==> src/design/nvm_pkg.sv <==
// package: register offsets, field positions, reset values and timing for the flash controller
package nvm_pkg;

  // ----------------------------------------------------------------------
  // register byte offsets (apb, one aligned word each)
  // ----------------------------------------------------------------------
  localparam logic [7:0] OFS_ADDR_LOW   = 8'h00;
  localparam logic [7:0] OFS_ADDR_HIGH  = 8'h04;
  localparam logic [7:0] OFS_DATA_LOW   = 8'h08;
  localparam logic [7:0] OFS_DATA_HIGH  = 8'h0C;
  localparam logic [7:0] OFS_CONTROL    = 8'h10;
  localparam logic [7:0] OFS_KEY_PORT   = 8'h14;
  localparam logic [7:0] OFS_FLAGS      = 8'h18;
  localparam logic [7:0] OFS_CONFIG     = 8'h1C;

  // ----------------------------------------------------------------------
  // nvm_control field positions
  // ----------------------------------------------------------------------
  localparam int BIT_READ_STROBE  = 0;
  localparam int BIT_PROG_STROBE  = 1;
  localparam int BIT_MODIFY_ARM   = 2;
  localparam int BIT_ABORT_FLAG   = 3;
  localparam int BIT_ROW_ERASE    = 4;
  localparam int BIT_LATCH_ONLY   = 5;
  localparam int BIT_CONFIG_SPACE = 6;
  localparam int BIT_PROGRAM_SPACE = 7;

  // flags register: done flag in bit 0, write 1 to clear
  localparam int BIT_DONE_FLAG    = 0;

  // config register: segment_guard [1:0], code_lock [2], data_array_lock [3]
  localparam int BIT_CODE_LOCK    = 2;
  localparam int BIT_DATA_LOCK    = 3;

  // ----------------------------------------------------------------------
  // key values and reset values
  // ----------------------------------------------------------------------
  localparam logic [7:0]  KEY_FIRST    = 8'h55;
  localparam logic [7:0]  KEY_SECOND   = 8'hAA;
  localparam logic [13:0] LATCH_RESET  = 14'h3FFF;
  localparam logic [3:0]  CONFIG_RESET = 4'hF;

  // ----------------------------------------------------------------------
  // organisation and timing
  // ----------------------------------------------------------------------
  localparam int ROW_WORDS        = 32;
  localparam int LATCH_COUNT      = 32;
  localparam int SETUP_CYCLES     = 2;
  localparam int CLK_MHZ          = 200;
  localparam int ARRAY_TIME_US    = 2000;
  localparam int ARRAY_CYCLES     = ARRAY_TIME_US * CLK_MHZ;

  typedef enum logic [2:0] {
    ST_IDLE    = 3'b000,
    ST_READ    = 3'b001,
    ST_SETUP   = 3'b010,
    ST_BUSY    = 3'b011,
    ST_FINISH  = 3'b100
  } nvm_state_e;

endpackage : nvm_pkg

==> src/design/nvm_controller.sv <==
// flash self-program controller: apb registers, latches, read/erase/program sequencer
//
// The placing of the registers and register access over APB were chosen for this implementation.
`timescale 1ns/1ps

// Operation
// - data lock blocks external programmer access
// - rows of 32 words, 32 latches
// - erase/program only outside guarded segments
// - 14-bit hidden latches filled from data pair
// - read uses second cycle, data next cycle
// - data pair holds read word until replaced
// - self reads ignore code lock
// - row erase bit clears at completion
// - erase: two setup cycles, stall 2 ms
// - programming never erases automatically
// - block program aligned, never crosses boundary
// - latches reset to 3FFF after program, not after erase
// - latch only load: deposit, no stall
// - otherwise load last latch, program block
// - whole latch block always programmed
// - program: two setup cycles, stall 2 ms
// - strobes set-only, hardware clears them
// - program strobe needs arm, no abort
// - completion clears strobe, sets done flag
// - reset during write sets abort flag
module nvm_controller #(
  parameter int ARRAY_CYCLES = nvm_pkg::ARRAY_CYCLES,
  parameter int LATCHES      = nvm_pkg::LATCH_COUNT
)
(
  // clock and reset
  input  wire logic        clk_i,
  input  wire logic        rstn_i,
  // apb slave
  input  wire logic        psel_i,
  input  wire logic        penable_i,
  input  wire logic        pwrite_i,
  input  wire logic [7:0]  paddr_i,
  input  wire logic [31:0] pwdata_i,
  output logic      [31:0] prdata_o,
  output logic             pready_o,
  output logic             pslverr_o,
  // cpu side
  output logic             cpu_stall_o,
  output logic             ext_access_ok_o,
  input  wire logic        ext_request_i,
  // flash array
  output logic             arr_read_o,
  output logic             arr_erase_o,
  output logic             arr_prog_o,
  output logic      [14:0] arr_addr_o,
  output logic      [14:0] arr_latch_idx_o,
  output logic      [13:0] arr_wdata_o,
  input  wire logic [13:0] arr_rdata_i
);

  // ----------------------------------------------------------------------
  // registers and bus decode
  // ----------------------------------------------------------------------
  logic [7:0]  addr_low;
  logic [6:0]  addr_high;
  logic [7:0]  data_low;
  logic [5:0]  data_high;
  logic        read_strobe;
  logic        prog_strobe;
  logic        modify_arm;
  logic        abort_flag = 1'b0;  // power-on value, kept over reset
  logic        row_erase;
  logic        latch_only_load;
  logic        config_space_sel;
  logic        program_space_sel;
  logic        done_flag;
  logic [3:0]  config_bits;
  logic        in_write;
  logic [13:0] latch [LATCHES];
  nvm_pkg::nvm_state_e state;
  logic [31:0] wait_cnt;
  logic        is_erase;

  logic        acc;
  logic        wr;
  logic        wr_ctrl;
  logic        start_ok;
  logic        unlocked;
  logic        protected_addr;
  logic [14:0] full_addr;
  logic [4:0]  latch_sel;
  logic        read_done;
  logic        op_done;

  assign acc       = psel_i && penable_i;
  assign wr        = acc && pwrite_i;
  assign wr_ctrl   = wr && paddr_i == nvm_pkg::OFS_CONTROL;
  assign pready_o  = 1'b1;
  assign full_addr = {addr_high, addr_low};
  assign latch_sel = addr_low[4:0];

  // ----------------------------------------------------------------------
  // write protection and external access
  // ----------------------------------------------------------------------
  // guard 11 = none, 10 = lower quarter, 01 = lower half, 00 = all
  always_comb
  begin
    case (config_bits[1:0])
      2'b11:   protected_addr = 1'b0;
      2'b10:   protected_addr = full_addr[14:13] == 2'b00;
      2'b01:   protected_addr = !full_addr[14];
      default: protected_addr = 1'b1;
    endcase
  end

  // external programmer allowed only with neither lock programmed low
  assign ext_access_ok_o = ext_request_i && config_bits[nvm_pkg::BIT_DATA_LOCK]
                           && config_bits[nvm_pkg::BIT_CODE_LOCK];

  nvm_unlock u_unlock
  (
    .clk_i      (clk_i),
    .rstn_i     (rstn_i),
    .wr_any_i   (wr && !wr_ctrl),
    .wr_key_i   (wr && paddr_i == nvm_pkg::OFS_KEY_PORT),
    .wdata_i    (pwdata_i[7:0]),
    .consume_i  (wr_ctrl),
    .unlocked_o (unlocked)
  );

  // strobe accepted only with arm set, unlock armed, program space and not busy
  assign start_ok = wr_ctrl && pwdata_i[nvm_pkg::BIT_PROG_STROBE] && modify_arm
                    && unlocked && program_space_sel && !config_space_sel
                    && state == nvm_pkg::ST_IDLE;

  // ----------------------------------------------------------------------
  // sequencer
  // ----------------------------------------------------------------------
  assign read_done = state == nvm_pkg::ST_READ;
  assign op_done   = state == nvm_pkg::ST_FINISH;

  always_ff @(posedge clk_i)
  begin
    if (!rstn_i)
    begin
      state    <= nvm_pkg::ST_IDLE;
      wait_cnt <= 32'h0;
      is_erase <= 1'b0;
    end
    else
    begin
      case (state)
        nvm_pkg::ST_IDLE:
        begin
          if (wr_ctrl && pwdata_i[nvm_pkg::BIT_READ_STROBE] && program_space_sel
              && !config_space_sel)
            state <= nvm_pkg::ST_READ;
          else if (start_ok && !protected_addr
                   && (pwdata_i[nvm_pkg::BIT_ROW_ERASE]
                       || !pwdata_i[nvm_pkg::BIT_LATCH_ONLY]))
          begin
            state    <= nvm_pkg::ST_SETUP;
            is_erase <= pwdata_i[nvm_pkg::BIT_ROW_ERASE];
            wait_cnt <= 32'(nvm_pkg::SETUP_CYCLES - 1);
          end
        end
        nvm_pkg::ST_READ:
          state <= nvm_pkg::ST_IDLE;
        nvm_pkg::ST_SETUP:
        begin
          if (wait_cnt == 32'h0)
          begin
            state    <= nvm_pkg::ST_BUSY;
            wait_cnt <= 32'(ARRAY_CYCLES - 1);
          end
          else
            wait_cnt <= wait_cnt - 32'h1;
        end
        nvm_pkg::ST_BUSY:
        begin
          if (wait_cnt == 32'h0)
            state <= nvm_pkg::ST_FINISH;
          else
            wait_cnt <= wait_cnt - 32'h1;
        end
        nvm_pkg::ST_FINISH:
          state <= nvm_pkg::ST_IDLE;
        default:
          state <= nvm_pkg::ST_IDLE;
      endcase
    end
  end

  // stall the cpu only during the array operation, never for a latch load
  assign cpu_stall_o = state == nvm_pkg::ST_BUSY;
  assign arr_read_o  = state == nvm_pkg::ST_READ;
  assign arr_erase_o = state == nvm_pkg::ST_BUSY && is_erase;
  assign arr_prog_o  = state == nvm_pkg::ST_BUSY && !is_erase;
  // block aligned to the latch boundary, low five bits forced to zero
  assign arr_addr_o  = {full_addr[14:5], 5'h00};

  // ----------------------------------------------------------------------
  // write latches, streamed to the array during programming
  // ----------------------------------------------------------------------
  logic [14:0] prog_idx;

  always_ff @(posedge clk_i)
  begin
    if (!rstn_i)
      prog_idx <= 15'h0;
    else if (state == nvm_pkg::ST_BUSY && !is_erase)
      prog_idx <= (prog_idx == 15'(LATCHES - 1)) ? 15'h0 : prog_idx + 15'h1;
    else
      prog_idx <= 15'h0;
  end

  assign arr_latch_idx_o = prog_idx;
  assign arr_wdata_o     = latch[prog_idx[4:0]];

  always_ff @(posedge clk_i)
  begin
    if (!rstn_i || (op_done && !is_erase))
    begin
      for (int i = 0; i < LATCHES; i++)
        latch[i] <= nvm_pkg::LATCH_RESET;
    end
    else if (start_ok && !protected_addr && !pwdata_i[nvm_pkg::BIT_ROW_ERASE])
      latch[latch_sel] <= {data_high, data_low};
  end

  // ----------------------------------------------------------------------
  // software registers
  // ----------------------------------------------------------------------
  always_ff @(posedge clk_i)
  begin
    if (!rstn_i)
    begin
      addr_low  <= 8'h00;
      addr_high <= 7'h00;
      data_low  <= 8'h00;
      data_high <= 6'h00;
    end
    else
    begin
      if (wr && paddr_i == nvm_pkg::OFS_ADDR_LOW)
        addr_low <= pwdata_i[7:0];
      if (wr && paddr_i == nvm_pkg::OFS_ADDR_HIGH)
        addr_high <= pwdata_i[6:0];
      if (read_done)
      begin
        data_low  <= arr_rdata_i[7:0];
        data_high <= arr_rdata_i[13:8];
      end
      else
      begin
        if (wr && paddr_i == nvm_pkg::OFS_DATA_LOW)
          data_low <= pwdata_i[7:0];
        if (wr && paddr_i == nvm_pkg::OFS_DATA_HIGH)
          data_high <= pwdata_i[5:0];
      end
    end
  end

  always_ff @(posedge clk_i)
  begin
    if (!rstn_i)
    begin
      modify_arm        <= 1'b0;
      latch_only_load   <= 1'b0;
      config_space_sel  <= 1'b0;
      program_space_sel <= 1'b0;
    end
    else if (wr_ctrl)
    begin
      // clearing the arm later never aborts a running operation
      modify_arm        <= pwdata_i[nvm_pkg::BIT_MODIFY_ARM];
      latch_only_load   <= pwdata_i[nvm_pkg::BIT_LATCH_ONLY];
      config_space_sel  <= pwdata_i[nvm_pkg::BIT_CONFIG_SPACE];
      program_space_sel <= pwdata_i[nvm_pkg::BIT_PROGRAM_SPACE];
    end
  end

  // strobes: set-only by software, cleared by hardware
  always_ff @(posedge clk_i)
  begin
    if (!rstn_i)
    begin
      read_strobe <= 1'b0;
      prog_strobe <= 1'b0;
      row_erase   <= 1'b0;
    end
    else
    begin
      if (read_done)
        read_strobe <= 1'b0;
      else if (wr_ctrl && pwdata_i[nvm_pkg::BIT_READ_STROBE] && state == nvm_pkg::ST_IDLE
               && program_space_sel && !config_space_sel)
        read_strobe <= 1'b1;
      if (op_done)
        prog_strobe <= 1'b0;
      else if (start_ok && !protected_addr && !pwdata_i[nvm_pkg::BIT_LATCH_ONLY])
        prog_strobe <= 1'b1;
      if (op_done && is_erase)
        row_erase <= 1'b0;
      else if (wr_ctrl && state == nvm_pkg::ST_IDLE)
        row_erase <= pwdata_i[nvm_pkg::BIT_ROW_ERASE];
    end
  end

  // done flag: set wins over write-one-to-clear
  always_ff @(posedge clk_i)
  begin
    if (!rstn_i)
      done_flag <= 1'b0;
    else if (op_done)
      done_flag <= 1'b1;
    else if (wr && paddr_i == nvm_pkg::OFS_FLAGS && pwdata_i[nvm_pkg::BIT_DONE_FLAG])
      done_flag <= 1'b0;
  end

  // abort_flag is kept over reset; in_write is cleared by reset but first sets abort_flag if high, to detect an interrupted write
  always_ff @(posedge clk_i)
  begin
    if (!rstn_i)
    begin
      in_write <= 1'b0;
      if (in_write)
        abort_flag <= 1'b1;
    end
    else
    begin
      in_write <= state == nvm_pkg::ST_SETUP || state == nvm_pkg::ST_BUSY;
      if (wr_ctrl && !pwdata_i[nvm_pkg::BIT_ABORT_FLAG])
        abort_flag <= 1'b0;
    end
  end

  // configuration word: guard and lock bits, loaded by software
  always_ff @(posedge clk_i)
  begin
    if (!rstn_i)
      config_bits <= nvm_pkg::CONFIG_RESET;
    else if (wr && paddr_i == nvm_pkg::OFS_CONFIG && state == nvm_pkg::ST_IDLE)
      config_bits <= pwdata_i[3:0];
  end

  // ----------------------------------------------------------------------
  // read mux
  // ----------------------------------------------------------------------
  always_comb
  begin
    prdata_o  = 32'h0;
    pslverr_o = 1'b0;
    case (paddr_i)
      nvm_pkg::OFS_ADDR_LOW:  prdata_o = {24'h0, addr_low};
      nvm_pkg::OFS_ADDR_HIGH: prdata_o = {25'h0, addr_high};
      nvm_pkg::OFS_DATA_LOW:  prdata_o = {24'h0, data_low};
      nvm_pkg::OFS_DATA_HIGH: prdata_o = {26'h0, data_high};
      nvm_pkg::OFS_CONTROL:   prdata_o = {24'h0, program_space_sel, config_space_sel,
                                          latch_only_load, row_erase, abort_flag,
                                          modify_arm, prog_strobe, read_strobe};
      nvm_pkg::OFS_KEY_PORT:  prdata_o = 32'h0;
      nvm_pkg::OFS_FLAGS:     prdata_o = {31'h0, done_flag};
      nvm_pkg::OFS_CONFIG:    prdata_o = {28'h0, config_bits};
      default:                pslverr_o = acc;
    endcase
  end
endmodule : nvm_controller

==> src/design/nvm_unlock.sv <==
// unlock detector: 55h then aah on the key port, then the program strobe
`timescale 1ns/1ps

module nvm_unlock
(
  // clock and reset
  input  wire logic       clk_i,
  input  wire logic       rstn_i,
  // register write events
  input  wire logic       wr_any_i,
  input  wire logic       wr_key_i,
  input  wire logic [7:0] wdata_i,
  input  wire logic       consume_i,
  // armed state
  output logic            unlocked_o
);

  logic [1:0] stage;

  always_ff @(posedge clk_i)
  begin
    if (!rstn_i)
      stage <= 2'h0;
    else if (consume_i)
      stage <= 2'h0;
    else if (wr_any_i)
    begin
      // any other write between the keys discards progress
      if (wr_key_i && wdata_i == nvm_pkg::KEY_FIRST && stage == 2'h0)
        stage <= 2'h1;
      else if (wr_key_i && wdata_i == nvm_pkg::KEY_SECOND && stage == 2'h1)
        stage <= 2'h2;
      else
        stage <= 2'h0;
    end
  end

  assign unlocked_o = (stage == 2'h2);
endmodule : nvm_unlock

==> config.mk <==
export PLATFORM = sky130hd
export DESIGN_NAME = nvm_controller
export DESIGN_NICKNAME = d
export VERILOG_FILES = /design/src/design/nvm_pkg.sv /design/src/design/nvm_controller.sv /design/src/design/nvm_unlock.sv
export SDC_FILE = /design/constraint.sdc
export NUM_CORES = 1
export LEC_CHECK = 0
export ABC_AREA = 1
export BUFFER_PORTS_ARGS = -buffer_cell sky130_fd_sc_hd__buf_2
export CAP_MARGIN = 0
export CORE_MARGIN = 1.5
export CORE_UTILIZATION = 54
export DETAILED_ROUTE_END_ITERATION = 10
export PLACE_DENSITY = 0.72
export SLEW_MARGIN = 25
export SYNTH_ARGS = -nofsm -noshare
export SYNTH_HDL_FRONTEND = slang
export SYNTH_SLANG_ARGS = --single-unit
==> constraint.sdc <==
create_clock -name clk_i -period 3.65 [get_ports clk_i]
set_input_delay 0 -clock clk_i [delete_from_list [all_inputs] [get_ports clk_i]]
set_output_delay 0 -clock clk_i [all_outputs]
set_load 0.03 [all_outputs]
==> run summary <==
Max Cap Viol - 0
mux share of post-synthesis cell area - 0
Initial DRC Count - 2361
leakage - 9.282 nW
Distinct cells, synth - 45
Synthesis Warnings - 0
clock skew - 39.83 ps
Final TNS setup - 0 ps
clock-pin slew on the worst setup and hold paths - 60 ps
Die X - 221.5 um
HP Start - paddr_i[5]
endpoints failing hold - 0
vias per cell - 5.844
internal power component - 10.41 mW
pre-CTS setup slack - 772.0 ps
Power Density - 451.7 nW/um^2
Post-Syn Area - 25770 um^2
hpwl dp - 44.09 mm
most common cell after layout, fill and taps aside - nand2_1
largest net degree at the start of global routing - 122
DR pass1 iterations - 6
TritonCTS clock tree - built
worst slew pin tran - 1045 ps
total inserted antenna cells - 0
Rows - 79
Post-synth ARST share - 0
Rel. slew slack - 0.3027
clock share of power - 0.464
io pins - 143
Synth Area per Inst - 9.244 um^2
crit path capture type - output port
Post-Synthesis Cells - 2788
area grow syn2layout - 12.78%
Seq/Total Area, Yosys - 0.5970
starting density of the core - 0.5501
adder-cell share of the synthesized area - 0.001456
vias post-DR - 20560
Core Box Area - 46850 um^2
most frequent cells in the layout - 693 x nand2_1, 449 x edfxtp_1, 422 x nor2_1
Final nets - 2927
Final setup viols - 0
run status - finished clean
DR DRC count - 0
FF-to-FF Start - config_space_sel$_SDFFE_PN0N_
critical path required time - 3650 ps
final worst slack - 379.5 ps
initial antenna violation count - 1
combinational power share - 0.024
die area - 49050 um^2
worst min-delay path category - in2reg
Sequential Power Share - 0.512
critical path arrival - 3270 ps
vias in the first global route - 19630
Clock Path Buffers - 3
global-route wire length before repair - 110.3 mm
CP Class - reg2out
global route overflow - 0
crit path from - arr_latch_idx_o[1]$_SDFF_PP0_
predominant post-synthesis flop cell - edfxtp_1
simple-gate portion of the synthesized area - 0.2165
RSZ-0062 raised after global routing - false
H-tree depth - 2
switch share - 0.2072
Crit Path Max Fanout - 47
internal reg-to-reg setup slack - 700 ps
fmax - 305.8 MHz
Post-synth EDFFs - 449
post-synthesis compound-gate area fraction - 0.1180
filler instances - 3816
clock root buffer master - clkbuf_16
WL per Instance - 20.61 um
Skew-Pair Late Insertion Delay - 630 ps
number of synthesized register bits - 544
Synth Area in XOR/XNOR - 0.004418
Final Cycle Share - 0.8960
Port Buffers - 88
Net Switching - 2.720 mW
largest family of logic cells by synthesized area - simple AND/OR/NAND/NOR gates
GRT Total Usage - 0.2921
Die Y-Extent - 221.5 um
ratio of cells with drive above 1 in the final layout - 0.1168
Worst VDD drop - 0.3792 mV
crit start category - flip-flop
gpl congestion - 0.9356
Clock Sinks - 544
Final Max Tran Viols - 0
Final Util - 0.6204
ANT nets after route - 0
cts bufs inserted - 56
minimum clock period after layout - 3270 ps
Post-Route WL - 72.48 mm
==> cell usage after synthesis (15+ instances only) <==
cell type | count | share of area
a21oi_1 | 71 | 0.014
a31oi_1 | 18 | 0.0044
buf_2 | 15 | 0.0029
buf_4 | 63 | 0.018
clkbuf_1 | 137 | 0.020
dfxtp_1 | 95 | 0.074
edfxtp_1 | 449 | 0.52
inv_1 | 125 | 0.018
nand2_1 | 693 | 0.10
nand2_2 | 24 | 0.0058
nand3_1 | 80 | 0.016
nand4_1 | 20 | 0.0049
nor2_1 | 423 | 0.062
nor2_4 | 33 | 0.014
nor3_1 | 19 | 0.0037
o211ai_1 | 22 | 0.0064
o21ai_0 | 335 | 0.065
o22ai_1 | 76 | 0.018
==> flip-flops by register name, summed over array words and instances (netlist names), 2 cells and up <==
| name | cells |
|---|---|
| state | 3 |
| addr_low | 8 |
| data_low | 8 |
| data_high | 6 |
| config_bits | 4 |
| u_unlock.stage | 2 |
| wait_cnt | 32 |
| latch | 448 |
| addr_high | 7 |
| arr_latch_idx_o | 15 |
==> final timing paths <==
| check | cells past startpoint | endpoint |
|---|---|---|
| worst max-delay path | 8 | arr_wdata_o[5] |
| worst min-delay path | 7 | u_unlock.stage[1]$_SDFFE_PP0P_ |
| worst max register to register | 10 | latch[16][3]$_SDFFCE_PN1P_ |
| worst min register to register | 1 | wait_cnt[0]$_SDFFE_PN0P_ |
==> critical path, cell delays in order (launching register included) <==
cell     delay, ps
dfxtp_4        730
buf_4          560
o21ai_0        190
o22ai_1        250
nand2_1        130
nand3_1        180
nor2_1          70
nor2_1         260
buf_2          260
==> power by group through the flow <==
stage | Clock (mW) | Combinational [mW] | Sequential [mW]
after detailed placement | 0 | 0.286 | 6.86
final | 6.09 | 0.319 | 6.72
after global routing | 6.37 | 0.339 | 6.72
after floorplan | 0 | 0.184 | 6.86
after global placement | 0 | 0.280 | 6.85
after CTS | 6.12 | 0.314 | 6.72
==> per-layer routing <==
layer  track usage  routed length [um]
met5             0                  13
met4        0.1158                2791
met3       0.05139                7124
met2        0.4799               34330
met1        0.3869               28220
==> logic make-up after synthesis <==
logic type / Yosys count
XOR/XNOR: 13
buffers and inverters: 356
AND/OR/NAND/NOR: 1318
adder cells (fa/ha/maj): 3
AO/OA/AOI/OAI: 552
flip-flops: 544
other: 2
==> layout make-up <==
class | count | area, um^2 | area share
sequential | 544 | 15390 | 0.5296
timing repair buffer | 215 | 1551 | 0.05338
inverter | 131 | 496.7 | 0.01709
tap | 607 | 759.5 | 0.02613
clock inverter | 30 | 357.8 | 0.01231
clock buffer | 74 | 1615 | 0.05557
multi-input combinational | 1916 | 8892 | 0.3059
==> through the flow <==
step | instance area [um^2] | instances | power [mW] | hold WS (ps)
final | 29070 | 3517 | 13.13 | 114.7
after global routing | 29070 | 3517 | 13.43 | 150.8
after CTS | 29060 | 3517 | 13.15 | 67.32
after detailed placement | 26610 | 3365 | 7.142 | 277.6
after global placement | 26610 | 3365 | 7.135 | 274.2
after floorplan | 25880 | 2816 | 7.047 | 127.7
==> repair_timing <==
action                    in CTS  in global routing
buffers inserted               0                  0
resized for setup              0                  0
hold buffers                  48                  0
hold endpoints to repair      66                  0
(Power assumes the default switching activity.)
